File: config.mk
export PLATFORM = sky130hd
export DESIGN_NAME = arp_top
export DESIGN_NICKNAME = d
export VERILOG_FILES = /design/src/hw/arp_pkg.sv /design/src/hw/arp_top.sv
export VERILOG_INCLUDE_DIRS = /design/src /design/src/hw
export SDC_FILE = /design/constraint.sdc
export NUM_CORES = 1
export LEC_CHECK = 0
export ABC_AREA = 1
export BUFFER_PORTS_ARGS = -buffer_cell sky130_fd_sc_hd__clkbuf_2
export CAP_MARGIN = 20
export CORE_MARGIN = 10
export CORE_UTILIZATION = 40
export CTS_BUF_LIST = sky130_fd_sc_hd__clkbuf_8
export CTS_CLUSTER_DIAMETER = 200
export DETAILED_ROUTE_END_ITERATION = 7
export SYNTH_ARGS = -nofsm -noshare
export SYNTH_HDL_FRONTEND = slang
export SYNTH_SLANG_ARGS = --single-unit
File: constraint.sdc
create_clock -name mclk_i -period 11.5 [get_ports mclk_i]
set_input_delay 1.15 -clock mclk_i [delete_from_list [all_inputs] [get_ports mclk_i]]
set_output_delay 1.15 -clock mclk_i [all_outputs]
set_load 0.03 [all_outputs]
File: src/hw/arp_params.svh
// Register map, field positions, reset values and timing for the result post-processing block
//
// Contract
// RL1 - Primary result stored as 24 bits, never overwritten while primary ready flag set.
// RL2 - Reading primary result clears both primary and auxiliary ready flags.
// RL3 - Auxiliary result stored as 24 bits, held while auxiliary ready flag set.
// RL4 - Per-channel 16-bit offset, factory value at reset, replaced by offset calibration.
// RL5 - Per-channel 16-bit gain, replaced automatically by gain calibration.
// RL6 - Coefficient writes only count while enabled and idle at least 23 us.
// RL7 - Result count limit is 16 bits, resets to 0x0001, sets conversions per interrupt.
// RL8 - Result counter counts conversions, wraps to zero at limit, giving reduced-rate interrupt.
// RL9 - Writing channel control or mode register clears the result counter.
// RL10 - Threshold compared to absolute result; bits 15:0 unipolar, 14:0 twos complement.
// RL11 - Threshold count limit holds 8 bits, upper byte reserved, resets to 0x0001.
// RL12 - Threshold counter reaching its limit sets threshold flag and raises interrupt.
// RL13 - Threshold counter increments at or above threshold, decrements or clears below.
// RL14 - Accumulator cleared when accumulation disabled or primary channel reconfigured.
// RL15 - Software checks primary ready before reading accumulator for a stable value.
// RL16 - With result counting disabled an interrupt follows every conversion.
// RL17 - Comparator modes: off, any-above, count-and-clear, count-and-decrement.
// RL18 - Clamped accumulation adds positives, subtracts negatives, never goes below zero.
// RL19 - Counters update once per primary conversion, only when their enables are active.
`ifndef ARP_PARAMS_SVH
`define ARP_PARAMS_SVH

// Byte addresses of the registers
`define ARP_A_PRIM_RESULT 32'hFFFF051C
`define ARP_A_AUX_RESULT 32'hFFFF0520
`define ARP_A_PRIM_OFFSET 32'hFFFF0524
`define ARP_A_AUX_OFFSET 32'hFFFF0528
`define ARP_A_PRIM_GAIN 32'hFFFF052C
`define ARP_A_AUX_GAIN 32'hFFFF0530
`define ARP_A_RC_LIMIT 32'hFFFF0534
`define ARP_A_RC_VALUE 32'hFFFF0538
`define ARP_A_THRESHOLD 32'hFFFF053C
`define ARP_A_TC_LIMIT 32'hFFFF0540
`define ARP_A_TC_VALUE 32'hFFFF0544
`define ARP_A_ACCUM 32'hFFFF0548
`define ARP_A_STATUS 32'hFFFF0580
`define ARP_A_IRQ_STATUS 32'hFFFF0584
`define ARP_A_IRQ_MASK 32'hFFFF0588
`define ARP_A_CONFIG 32'hFFFF058C
`define ARP_A_CHAN_CTRL 32'hFFFF0590
`define ARP_A_MODE 32'hFFFF0594

// Reset values
`define ARP_RC_LIMIT_RST 16'h0001
`define ARP_TC_LIMIT_RST 8'h01
`define ARP_OFFSET_FACTORY 16'h8000
`define ARP_GAIN_FACTORY 16'h5555

// Field positions
`define ARP_ST_PRIM_RDY 0
`define ARP_ST_AUX_RDY 1
`define ARP_ST_THRESH 2
`define ARP_CFG_RCEN 0
`define ARP_CFG_CMP_LO 3
`define ARP_CFG_CMP_HI 4
`define ARP_CFG_ACC_LO 5
`define ARP_CFG_ACC_HI 6
`define ARP_CC_ENABLE 0
`define ARP_CC_TWOS 1

// Idle time before coefficient writes
`define ARP_CLK_PERIOD_PS 25000
`define ARP_IDLE_MIN_NS 23
`define ARP_IDLE_MIN_US_NS 1000
`define ARP_IDLE_CYCLES ((`ARP_IDLE_MIN_NS * `ARP_IDLE_MIN_US_NS * 1000 + `ARP_CLK_PERIOD_PS - 1) / `ARP_CLK_PERIOD_PS)

`endif

File: src/hw/arp_pkg.sv
// Types shared by the result post-processing block
package arp_pkg;

    // One conversion from a channel filter
    typedef struct packed {
        logic valid;
        logic [23:0] data;
    } arp_conv_t;

    // A coefficient delivered by self-calibration
    typedef struct packed {
        logic valid;
        logic chan;
        logic gain;
        logic [15:0] value;
    } arp_cal_t;

    // Coefficients handed to one channel's scaling stage
    typedef struct packed {
        logic [15:0] offset;
        logic [15:0] gain;
    } arp_coeff_t;

    typedef enum logic [2:0] {
        ARP_MODE_OFF,
        ARP_MODE_CONT,
        ARP_MODE_SINGLE,
        ARP_MODE_IDLE,
        ARP_MODE_OFS_CAL,
        ARP_MODE_GAIN_CAL
    } arp_mode_t;

    typedef enum logic [1:0] {
        ARP_CMP_OFF,
        ARP_CMP_ANY,
        ARP_CMP_CLEAR,
        ARP_CMP_DECR
    } arp_cmp_t;

    typedef enum logic [1:0] {
        ARP_ACC_OFF,
        ARP_ACC_CLAMP,
        ARP_ACC_FREE,
        ARP_ACC_CMP
    } arp_acc_t;

endpackage : arp_pkg

File: src/hw/arp_top.sv
// Result registers, calibration coefficients, counters and accumulator behind AXI4-Lite
`timescale 1ns/1ps
`include "arp_params.svh"

module arp_top
    import arp_pkg::*;
(
    input wire logic mclk_i,
    input wire logic reset_n_i,
    input wire logic [31:0] s_axi_awaddr_i,
    input wire logic s_axi_awvalid_i,
    output logic s_axi_awready_o,
    input wire logic [31:0] s_axi_wdata_i,
    input wire logic [3:0] s_axi_wstrb_i,
    input wire logic s_axi_wvalid_i,
    output logic s_axi_wready_o,
    output logic [1:0] s_axi_bresp_o,
    output logic s_axi_bvalid_o,
    input wire logic s_axi_bready_i,
    input wire logic [31:0] s_axi_araddr_i,
    input wire logic s_axi_arvalid_i,
    output logic s_axi_arready_o,
    output logic [31:0] s_axi_rdata_o,
    output logic [1:0] s_axi_rresp_o,
    output logic s_axi_rvalid_o,
    input wire logic s_axi_rready_i,
    input wire arp_conv_t prim_conv_i,
    input wire arp_conv_t aux_conv_i,
    input wire arp_cal_t cal_i,
    output arp_coeff_t prim_coeff_o,
    output arp_coeff_t aux_coeff_o,
    output arp_mode_t mode_o,
    output logic [7:0] chan_ctrl_o,
    output logic irq_o
);

    // Address match, shared by write and read decode
    function automatic logic hit(input logic [31:0] a, input logic [31:0] reg_addr);
        hit = (a[31:2] == reg_addr[31:2]);
    endfunction : hit

    logic aw_held;
    logic w_held;
    logic [31:0] aw_addr;
    logic [31:0] w_data;
    logic [3:0] w_strb;
    logic do_write;
    logic do_read;
    logic [31:0] next_rdata;
    logic read_ok;
    logic write_ok;

    logic [23:0] prim_result;
    logic [23:0] aux_result;
    logic [2:0] status;
    logic [2:0] irq_status;
    logic [2:0] irq_mask;
    logic [7:0] config_reg;
    logic [7:0] chan_ctrl;
    arp_mode_t mode;
    logic [15:0] rc_limit;
    logic [15:0] rc_value;
    logic [15:0] threshold;
    logic [7:0] tc_limit;
    logic [7:0] tc_value;
    logic [31:0] accum;
    logic [15:0] offset [2];
    logic [15:0] gain [2];
    logic [9:0] idle_cnt;

    logic reconfig;
    logic coeff_wr_ok;
    logic rd_prim;
    logic rd_status;
    logic rd_irq;
    logic [23:0] magnitude;
    logic above;
    logic result_evt;
    logic thresh_evt;
    logic [7:0] next_tc;
    logic [32:0] next_acc;
    arp_cmp_t cmp_mode;
    arp_acc_t acc_mode;

    assign cmp_mode = arp_cmp_t'(config_reg[`ARP_CFG_CMP_HI:`ARP_CFG_CMP_LO]);
    assign acc_mode = arp_acc_t'(config_reg[`ARP_CFG_ACC_HI:`ARP_CFG_ACC_LO]);

    // Write channels taken independently, one write in flight at a time
    assign s_axi_awready_o = !aw_held && !s_axi_bvalid_o;
    assign s_axi_wready_o = !w_held && !s_axi_bvalid_o;
    assign do_write = aw_held && w_held && !s_axi_bvalid_o;
    assign s_axi_arready_o = !s_axi_rvalid_o;
    assign do_read = s_axi_arvalid_i && s_axi_arready_o;

    always_ff @(posedge mclk_i) begin
        if (!reset_n_i) begin
            aw_held <= 1'b0;
            w_held <= 1'b0;
            aw_addr <= 32'h00000000;
            w_data <= 32'h00000000;
            w_strb <= 4'h0;
            s_axi_bvalid_o <= 1'b0;
            s_axi_bresp_o <= 2'h0;
        end else begin
            if (s_axi_awvalid_i && s_axi_awready_o) begin
                aw_held <= 1'b1;
                aw_addr <= s_axi_awaddr_i;
            end
            if (s_axi_wvalid_i && s_axi_wready_o) begin
                w_held <= 1'b1;
                w_data <= s_axi_wdata_i;
                w_strb <= s_axi_wstrb_i;
            end
            if (do_write) begin
                aw_held <= 1'b0;
                w_held <= 1'b0;
                s_axi_bvalid_o <= 1'b1;
                s_axi_bresp_o <= write_ok ? 2'h0 : 2'h2;
            end else if (s_axi_bvalid_o && s_axi_bready_i) begin
                s_axi_bvalid_o <= 1'b0;
            end
        end
    end

    // Writable addresses; unmapped or read-only targets answer SLVERR
    always_comb begin
        write_ok = hit(aw_addr, `ARP_A_PRIM_OFFSET) || hit(aw_addr, `ARP_A_AUX_OFFSET)
            || hit(aw_addr, `ARP_A_PRIM_GAIN) || hit(aw_addr, `ARP_A_AUX_GAIN)
            || hit(aw_addr, `ARP_A_RC_LIMIT) || hit(aw_addr, `ARP_A_THRESHOLD)
            || hit(aw_addr, `ARP_A_TC_LIMIT) || hit(aw_addr, `ARP_A_IRQ_MASK)
            || hit(aw_addr, `ARP_A_CONFIG) || hit(aw_addr, `ARP_A_CHAN_CTRL)
            || hit(aw_addr, `ARP_A_MODE);
    end

    // Read mux; side effects fire on the address handshake
    always_comb begin
        next_rdata = 32'h00000000;
        read_ok = 1'b1;
        case (1'b1)
            hit(s_axi_araddr_i, `ARP_A_PRIM_RESULT): next_rdata = {8'h00, prim_result};
            hit(s_axi_araddr_i, `ARP_A_AUX_RESULT): next_rdata = {8'h00, aux_result};
            hit(s_axi_araddr_i, `ARP_A_PRIM_OFFSET): next_rdata = {16'h0000, offset[0]};
            hit(s_axi_araddr_i, `ARP_A_AUX_OFFSET): next_rdata = {16'h0000, offset[1]};
            hit(s_axi_araddr_i, `ARP_A_PRIM_GAIN): next_rdata = {16'h0000, gain[0]};
            hit(s_axi_araddr_i, `ARP_A_AUX_GAIN): next_rdata = {16'h0000, gain[1]};
            hit(s_axi_araddr_i, `ARP_A_RC_LIMIT): next_rdata = {16'h0000, rc_limit};
            hit(s_axi_araddr_i, `ARP_A_RC_VALUE): next_rdata = {16'h0000, rc_value};
            hit(s_axi_araddr_i, `ARP_A_THRESHOLD): next_rdata = {16'h0000, threshold};
            hit(s_axi_araddr_i, `ARP_A_TC_LIMIT): next_rdata = {24'h000000, tc_limit};
            hit(s_axi_araddr_i, `ARP_A_TC_VALUE): next_rdata = {24'h000000, tc_value};
            hit(s_axi_araddr_i, `ARP_A_ACCUM): next_rdata = accum;
            hit(s_axi_araddr_i, `ARP_A_STATUS): next_rdata = {29'h0, status};
            hit(s_axi_araddr_i, `ARP_A_IRQ_STATUS): next_rdata = {29'h0, irq_status};
            hit(s_axi_araddr_i, `ARP_A_IRQ_MASK): next_rdata = {29'h0, irq_mask};
            hit(s_axi_araddr_i, `ARP_A_CONFIG): next_rdata = {24'h000000, config_reg};
            hit(s_axi_araddr_i, `ARP_A_CHAN_CTRL): next_rdata = {24'h000000, chan_ctrl};
            hit(s_axi_araddr_i, `ARP_A_MODE): next_rdata = {29'h0, mode};
            default: read_ok = 1'b0;
        endcase
    end

    assign rd_prim = do_read && hit(s_axi_araddr_i, `ARP_A_PRIM_RESULT);
    assign rd_status = do_read && hit(s_axi_araddr_i, `ARP_A_STATUS);
    assign rd_irq = do_read && hit(s_axi_araddr_i, `ARP_A_IRQ_STATUS);

    always_ff @(posedge mclk_i) begin
        if (!reset_n_i) begin
            s_axi_rvalid_o <= 1'b0;
            s_axi_rdata_o <= 32'h00000000;
            s_axi_rresp_o <= 2'h0;
        end else if (do_read) begin
            s_axi_rvalid_o <= 1'b1;
            s_axi_rdata_o <= next_rdata;
            s_axi_rresp_o <= read_ok ? 2'h0 : 2'h2;
        end else if (s_axi_rready_i) begin
            s_axi_rvalid_o <= 1'b0;
        end
    end

    // Plain control registers; byte 0 strobe governs narrow registers
    always_ff @(posedge mclk_i) begin
        if (!reset_n_i) begin
            rc_limit <= `ARP_RC_LIMIT_RST; // RL7
            threshold <= 16'h0000;
            tc_limit <= `ARP_TC_LIMIT_RST; // RL11
            irq_mask <= 3'h0;
            config_reg <= 8'h00;
            chan_ctrl <= 8'h00;
            mode <= ARP_MODE_OFF;
        end else if (do_write) begin
            if (hit(aw_addr, `ARP_A_RC_LIMIT)) begin
                if (w_strb[0]) rc_limit[7:0] <= w_data[7:0];
                if (w_strb[1]) rc_limit[15:8] <= w_data[15:8];
            end
            if (hit(aw_addr, `ARP_A_THRESHOLD)) begin
                if (w_strb[0]) threshold[7:0] <= w_data[7:0];
                if (w_strb[1]) threshold[15:8] <= w_data[15:8];
            end
            if (hit(aw_addr, `ARP_A_TC_LIMIT) && w_strb[0]) tc_limit <= w_data[7:0]; // RL11
            if (hit(aw_addr, `ARP_A_IRQ_MASK) && w_strb[0]) irq_mask <= w_data[2:0];
            if (hit(aw_addr, `ARP_A_CONFIG) && w_strb[0]) config_reg <= w_data[7:0];
            if (hit(aw_addr, `ARP_A_CHAN_CTRL) && w_strb[0]) chan_ctrl <= w_data[7:0];
            if (hit(aw_addr, `ARP_A_MODE) && w_strb[0]) mode <= arp_mode_t'(w_data[2:0]);
        end
    end

    assign reconfig = do_write && w_strb[0]
        && (hit(aw_addr, `ARP_A_CHAN_CTRL) || hit(aw_addr, `ARP_A_MODE));
    assign mode_o = mode;
    assign chan_ctrl_o = chan_ctrl;

    // Idle residence timer; a coefficient write too early is silently dropped
    always_ff @(posedge mclk_i) begin
        if (!reset_n_i) begin
            idle_cnt <= 10'h0;
        end else if (mode != ARP_MODE_IDLE || !chan_ctrl[`ARP_CC_ENABLE] || reconfig) begin
            idle_cnt <= 10'h0;
        end else if (idle_cnt != 10'(`ARP_IDLE_CYCLES)) begin
            idle_cnt <= idle_cnt + 10'h1;
        end
    end
    assign coeff_wr_ok = (idle_cnt == 10'(`ARP_IDLE_CYCLES)); // RL6

    // Offset and gain per channel; calibration result overrides a bus write
    generate
        for (genvar ch = 0; ch < 2; ch++) begin : g_coeff
            logic [31:0] ofs_addr;
            logic [31:0] gn_addr;
            assign ofs_addr = (ch == 0) ? `ARP_A_PRIM_OFFSET : `ARP_A_AUX_OFFSET;
            assign gn_addr = (ch == 0) ? `ARP_A_PRIM_GAIN : `ARP_A_AUX_GAIN;
            always_ff @(posedge mclk_i) begin
                if (!reset_n_i) begin
                    offset[ch] <= `ARP_OFFSET_FACTORY; // RL4
                    gain[ch] <= `ARP_GAIN_FACTORY;
                end else if (cal_i.valid && cal_i.chan == 1'(ch)) begin
                    if (cal_i.gain) gain[ch] <= cal_i.value; // RL5
                    else offset[ch] <= cal_i.value; // RL4
                end else if (do_write && coeff_wr_ok && w_strb[1:0] == 2'h3) begin // RL6
                    if (hit(aw_addr, ofs_addr)) offset[ch] <= w_data[15:0];
                    if (hit(aw_addr, gn_addr)) gain[ch] <= w_data[15:0];
                end
            end
        end
    endgenerate
    assign prim_coeff_o = '{offset: offset[0], gain: gain[0]};
    assign aux_coeff_o = '{offset: offset[1], gain: gain[1]};

    // Result registers held while their ready flag stands
    always_ff @(posedge mclk_i) begin
        if (!reset_n_i) begin
            prim_result <= 24'h000000;
            aux_result <= 24'h000000;
        end else begin
            if (prim_conv_i.valid && !status[`ARP_ST_PRIM_RDY]) prim_result <= prim_conv_i.data; // RL1
            if (aux_conv_i.valid && !status[`ARP_ST_AUX_RDY]) aux_result <= aux_conv_i.data; // RL3
        end
    end

    // Ready and threshold flags; a new event wins over a clearing read
    always_ff @(posedge mclk_i) begin
        if (!reset_n_i) begin
            status <= 3'h0;
        end else begin
            status[`ARP_ST_PRIM_RDY] <= prim_conv_i.valid
                || (status[`ARP_ST_PRIM_RDY] && !rd_prim); // RL2
            status[`ARP_ST_AUX_RDY] <= aux_conv_i.valid
                || (status[`ARP_ST_AUX_RDY] && !rd_prim); // RL2
            status[`ARP_ST_THRESH] <= thresh_evt || (status[`ARP_ST_THRESH] && !rd_status); // RL12
        end
    end

    // Magnitude: twos coding takes absolute value and one fewer threshold bit
    always_comb begin
        if (chan_ctrl[`ARP_CC_TWOS]) begin
            magnitude = prim_conv_i.data[23] ? 24'(-prim_conv_i.data) : prim_conv_i.data;
            above = {1'b0, magnitude[23:9]} >= {1'b0, threshold[14:0]}; // RL10
        end else begin
            magnitude = prim_conv_i.data;
            above = magnitude[23:8] >= threshold; // RL10
        end
    end

    // Result counter divides the conversion interrupt rate
    always_ff @(posedge mclk_i) begin
        if (!reset_n_i || reconfig) begin
            rc_value <= 16'h0000; // RL9
        end else if (prim_conv_i.valid && config_reg[`ARP_CFG_RCEN]) begin // RL19
            rc_value <= (rc_value + 16'h0001 == rc_limit) ? 16'h0000 : rc_value + 16'h0001; // RL8
        end
    end
    assign result_evt = prim_conv_i.valid && (!config_reg[`ARP_CFG_RCEN] // RL16
        || rc_value + 16'h0001 == rc_limit); // RL8

    // Threshold counter per comparator mode, saturating at both ends
    always_comb begin
        next_tc = tc_value;
        case (cmp_mode)
            ARP_CMP_CLEAR: next_tc = above ? ((tc_value == 8'hFF) ? tc_value : tc_value + 8'h01)
                : 8'h00; // RL17
            ARP_CMP_DECR: next_tc = above ? ((tc_value == 8'hFF) ? tc_value : tc_value + 8'h01)
                : ((tc_value == 8'h00) ? tc_value : tc_value - 8'h01); // RL17
            default: next_tc = tc_value;
        endcase
    end
    always_ff @(posedge mclk_i) begin
        if (!reset_n_i || reconfig) begin
            tc_value <= 8'h00;
        end else if (prim_conv_i.valid) begin // RL19
            tc_value <= next_tc; // RL13
        end
    end
    assign thresh_evt = prim_conv_i.valid && above && (cmp_mode == ARP_CMP_ANY
        || ((cmp_mode == ARP_CMP_CLEAR || cmp_mode == ARP_CMP_DECR)
        && next_tc == tc_limit)); // RL12

    // Accumulator; signed only when twos coding is selected
    always_comb begin
        if (chan_ctrl[`ARP_CC_TWOS] && prim_conv_i.data[23]) begin
            next_acc = {accum[31], accum} - {9'h0, magnitude};
            if (acc_mode == ARP_ACC_CLAMP && next_acc[32]) next_acc = 33'h0; // RL18
        end else begin
            next_acc = {accum[31], accum} + {9'h0, magnitude};
        end
    end
    always_ff @(posedge mclk_i) begin
        if (!reset_n_i || reconfig || acc_mode == ARP_ACC_OFF) begin
            accum <= 32'h00000000; // RL14
        end else if (prim_conv_i.valid) begin
            accum <= next_acc[31:0]; // RL18
        end
    end

    // Sticky interrupt sources, cleared by reading them; events win
    always_ff @(posedge mclk_i) begin
        if (!reset_n_i) begin
            irq_status <= 3'h0;
        end else begin
            irq_status[0] <= result_evt || (irq_status[0] && !rd_irq); // RL8
            irq_status[1] <= aux_conv_i.valid || (irq_status[1] && !rd_irq);
            irq_status[2] <= thresh_evt || (irq_status[2] && !rd_irq); // RL12
        end
    end
    assign irq_o = |(irq_status & irq_mask);

    // Checks
    chk_prim_hold: assert property (@(posedge mclk_i) disable iff (!reset_n_i)
        status[`ARP_ST_PRIM_RDY] |=> $stable(prim_result)) // RL1
        else $error("primary result changed while ready");
    chk_ready_clear: assert property (@(posedge mclk_i) disable iff (!reset_n_i)
        rd_prim && !prim_conv_i.valid && !aux_conv_i.valid |=> status[1:0] == 2'h0) // RL2
        else $error("primary read did not clear ready flags");
    chk_aux_hold: assert property (@(posedge mclk_i) disable iff (!reset_n_i)
        status[`ARP_ST_AUX_RDY] |=> $stable(aux_result)) // RL3
        else $error("auxiliary result changed while ready");
    chk_coeff_guard: assert property (@(posedge mclk_i) disable iff (!reset_n_i)
        !coeff_wr_ok && !cal_i.valid |=> $stable(offset[0]) && $stable(gain[0])) // RL6
        else $error("coefficient changed outside idle window");
    chk_cal_load: assert property (@(posedge mclk_i) disable iff (!reset_n_i)
        cal_i.valid && !cal_i.chan && cal_i.gain |=> gain[0] == $past(cal_i.value)) // RL5
        else $error("gain calibration not loaded");
    chk_rc_wrap: assert property (@(posedge mclk_i) disable iff (!reset_n_i)
        rc_value <= rc_limit || rc_limit == 16'h0000 || $past(reconfig)) // RL8
        else $error("result counter passed its limit");
    chk_rc_reconf: assert property (@(posedge mclk_i) disable iff (!reset_n_i)
        reconfig |=> rc_value == 16'h0000 && accum == 32'h00000000) // RL9
        else $error("reconfigure did not clear counters");
    chk_irq_every: assert property (@(posedge mclk_i) disable iff (!reset_n_i)
        prim_conv_i.valid && !config_reg[`ARP_CFG_RCEN] |=> irq_status[0]) // RL16
        else $error("no interrupt after conversion");
    chk_tc_clear: assert property (@(posedge mclk_i) disable iff (!reset_n_i)
        prim_conv_i.valid && !above && cmp_mode == ARP_CMP_CLEAR && !reconfig
        |=> tc_value == 8'h00) // RL13
        else $error("below threshold did not clear count");
    chk_acc_clamp: assert property (@(posedge mclk_i) disable iff (!reset_n_i)
        acc_mode == ARP_ACC_CLAMP && $past(acc_mode) != ARP_ACC_FREE
        && $past(acc_mode) != ARP_ACC_CMP |-> !accum[31]) // RL18
        else $error("clamped accumulator went negative");
    cov_thresh: cover property (@(posedge mclk_i) disable iff (!reset_n_i) thresh_evt);
    cov_rc_wrap: cover property (@(posedge mclk_i) disable iff (!reset_n_i)
        result_evt && config_reg[`ARP_CFG_RCEN]);
    cov_cal: cover property (@(posedge mclk_i) disable iff (!reset_n_i) cal_i.valid);

endmodule : arp_top

==> impl_summary.log <==
[metrics] beginning of the worst register-to-register path: chan_ctrl_o[1]
[metrics] violation count after the first detailed-route iteration: around 2100
[metrics] relative area change from synthesis to final layout: 15.4%
[metrics] Static Leak: ~10 nW
[metrics] Core Footprint: ~0.050 mm²
[metrics] Final Core Density: 46.5%
[metrics] die height: 245 µm
[metrics] multiplexer share of the synthesized area: 0%
[metrics] maximum number of pins on one net before global-route repair: 93
[metrics] most prevalent standard cell on the critical path: inv_1
[metrics] worst reg2reg path endpoint: accum[31]
[metrics] category of the most critical setup path: input port to flop
[metrics] worst setup skew after layout: 39.5 ps
[metrics] unrepaired setup endpoints after global routing: no
[metrics] post-synthesis average cell area: 6.96 µm²
[metrics] top cell family by delay on the critical path: simple AND/OR/NAND/NOR gates
[metrics] total congestion overflow: 0
[metrics] area of the die: 0.0598 mm²
[metrics] Worst IR Drop VDD: 0.103 mV
[metrics] total of warnings raised by yosys: 0
[metrics] Worst EP required: 12080 ps
[metrics] post-placement cell count: 3729
[metrics] clock tree from TritonCTS: built
[metrics] antenna violations before repair: 1
[metrics] class of the most critical hold timing path: flop to flop
[metrics] met1 track demand over resource in global routing: between 30 and 40%
[metrics] detail-routed net length per standard cell: 20.2 µm
[metrics] Synth Area in XOR/XNOR: under 10%
[metrics] setup TNS: 0 ps
[metrics] final RePlAce weighted congestion: 0.962
[metrics] post-cts hold buffer count: 0
[metrics] Slowest cell on crit path: nand3_2
[metrics] final hold slack: 454 ps
[metrics] post-detailed-placement half-perimeter wirelength: 60100 µm
[metrics] quantity of I/O buffers inserted on ports: 268
[metrics] CP Data Arrival Time: 6770 ps
[metrics] leading register cell type out of synthesis: dfxtp_1
[metrics] root buffer cell: clkbuf_8
[metrics] Sinks on Clock Net: ~330
[metrics] number of buffers between clock root and the deepest sink: 3
[metrics] summed instance area of the synthesized netlist: 0.0202 mm²
[metrics] Reg clk slew, reported paths: 70 ps
[metrics] number of synthesized flops with an enable pin: 64
[metrics] Setup crit end kind: flop
[metrics] setup bufs post-CTS: 0
[metrics] most common library cell in the layout ignoring fill and taps: nand2_1
[metrics] slowest cell delay on critical path: 810 ps
[metrics] Final nets: 3382
[metrics] DR vias/cell: 5.52
[metrics] leading cell types in the layout, fill and taps excluded: nand2_1 (514), inv_1 (332), a21oi_1 (323)
[metrics] total power per unit cell area: 123 mW/mm²
[metrics] number of primary I/O pins: 293
[metrics] width of the chip: 245 µm
[metrics] Fmax achieved: 162 MHz
[metrics] WHS Path Cells: 2
[metrics] M2 GR Usage: 40.3%
[metrics] number of iterations in the first detailed-routing pass: 6
[metrics] number of failing setup endpoints in the final timing report: 0
[metrics] standard-cell row count: 82
[metrics] share of synthesized cell area in and, or, nand and nor gates: between 20% and 30%
[metrics] met3 Track Usage GR: between 4 and 5%
[metrics] min Tclk post-route: 6190 ps
[metrics] crit start category: input port
[metrics] number of H-tree levels: 2
[metrics] result of the run: complete, no violations
[metrics] largest family of logic cells by synthesized area: simple AND/OR/NAND/NOR gates
[metrics] DRC violations left: 0
[metrics] hold-critical path endpoint: aw_addr[8]
[metrics] hold violation count in the final report: 0
[metrics] number of global-route vias before repair: 20100
[metrics] post-synthesis async set-or-reset flop share: 0%
[metrics] peak-usage layer in the global routing report: met2
[metrics] synthesized netlist cell count: approximately 2900
[metrics] share of layout cells above drive strength 1: 14.0%
[metrics] global-route total usage across every layer: approximately 25%
[metrics] number of buffers added by the clock tree synthesis step: 58
[metrics] Max transition margin: 19.3%
[metrics] Worst Reg-to-Reg Cells: 20
[metrics] Max Cap Violations: 0
[metrics] post-synthesis adder-cell area fraction: 5.59%
[metrics] routed wire length: 77400 µm
[metrics] first-pass GRT wire length: 118000 µm
[metrics] starting utilization of the core area: roughly two fifths
[metrics] max-slew violation count: 0
[metrics] maximum fanout along the worst path: 32
[metrics] hold path startpoint: aw_addr[8]
[metrics] period utilisation layout: between 50% and 60%
[metrics] compound-gate portion of the synthesized area: 20.4%
[metrics] count of placed standard cells in the final layout, fillers left out: roughly 3800
[metrics] count of state elements after synthesis: 332
[metrics] Buf+Inv Stages, Crit Path: 7
[metrics] actual transition at the worst max-transition pin: roughly 1200 ps
[metrics] DRT antenna net count: 0
[metrics] Clock Latency Late Sink: 690 ps
[metrics] unique cell type count in the Yosys netlist: 57
[metrics] slack of the worst reg-to-reg path: between 5000 and 6000 ps
[metrics] proportion of synthesized chip area in sequential cells: 36.1%
[metrics] number of vias in the routed layout: 21200
[metrics] CTS resizes: 0
## stage by stage
stage / area [µm²] / total power, mW / worst slack (ps)
floorplan: 20200 / 1.50 / 6900
global placement: 22000 / 1.63 / 4730
detailed placement: 22000 / 1.64 / 4620
CTS: 23300 / 2.86 / 5340
global route: 23300 / 2.96 / 4860
finish: 23300 / 2.85 / 5310
## worst reg2reg max path: cells and delay by family, from the launching register on
kind / cells / cell delay [ps]
buffers and inverters: 4 / 930
flip-flops: 1 / 540
AO/OA/AOI/OAI: 2 / 580
AND/OR/NAND/NOR: 12 / 2940
XOR/XNOR: 1 / 210
adder cells (fa/ha/maj): 1 / 420
## per-layer routing
metal | share of wire (%) | up-vias
met3 | 7.4 | 122
met2 | 46 | 894
met4 | 3.4 | 0
li1 | - | 10200
met5 | 0 | -
met1 | 43 | 9949
## worst max-delay path by stage
stage              startpoint   endpoint  slack, ps  cells after the start
3_3_place_gp   prim_conv_i[1]  accum[31]       4730                     29
4_1_cts        prim_conv_i[1]  accum[31]       5340                     29
5_1_grt        prim_conv_i[1]  accum[31]       4860                     29
3_5_place_dp   prim_conv_i[1]  accum[31]       4620                     29
6_report       prim_conv_i[1]  accum[31]       5310                     29
2_1_floorplan  prim_conv_i[1]   accum[1]       6900                     28
## power by group
| group | leakage (nW) | total (mW) | internal [mW] | switching, mW |
|---|---|---|---|---|
| clock | 0.739 | 1.24 | 0.690 | 0.548 |
| sequential | 2.81 | 1.28 | 1.24 | 0.0389 |
| combinational | 6.49 | 0.338 | 0.0960 | 0.242 |
| total | 10.0 | 2.85 | 2.02 | 0.829 |
## cell type report
| class | count | area [µm²] |
|---|---|---|
| Sequential cell | 332 | 7290 |
| Tap cell | 672 | 841 |
| Inverter | 338 | 1270 |
| Fill cell | 5221 | 26800 |
| Clock inverter | 36 | 309 |
| Timing Repair Buffer | 290 | 1510 |
| Multi-Input combinational cell | 2097 | 11100 |
| Antenna cell | 1 | 2.50 |
| Clock buffer | 73 | 1000 |
## Yosys cell counts, drive strengths merged (4+ instances only)
cell type  count  area [µm²]
xnor2         12         105
o22ai         47         294
o21ai        285        1430
o21bai         4        30.0
o211ai        19         143
nand4         72         472
ha            87        1090
o2111ai        4        35.0
inv          327        1230
nand2        517        1950
a221o          8        80.1
or2           16         100
buf           36         209
a21oi        325        1630
clkinv        11        41.3
nor4          16         119
a22oi          8        60.1
a31oi         29         181
nor3          63         393
clkbuf        96         365
dfxtp        268        5370
edfxtp        64        1920
xor2          68         596
nand3        154         793
nor2         325        1240
a221oi        10        87.6
o21a           7        52.6
## cells by family after synthesis
kind of cell             after synthesis
AO/OA/AOI/OAI                        758
XOR/XNOR                              80
adder cells (fa/ha/maj)               89
buffers and inverters                470
flip-flops                           332
other                                  1
AND/OR/NAND/NOR                     1168
(Power assumes the default switching activity.)
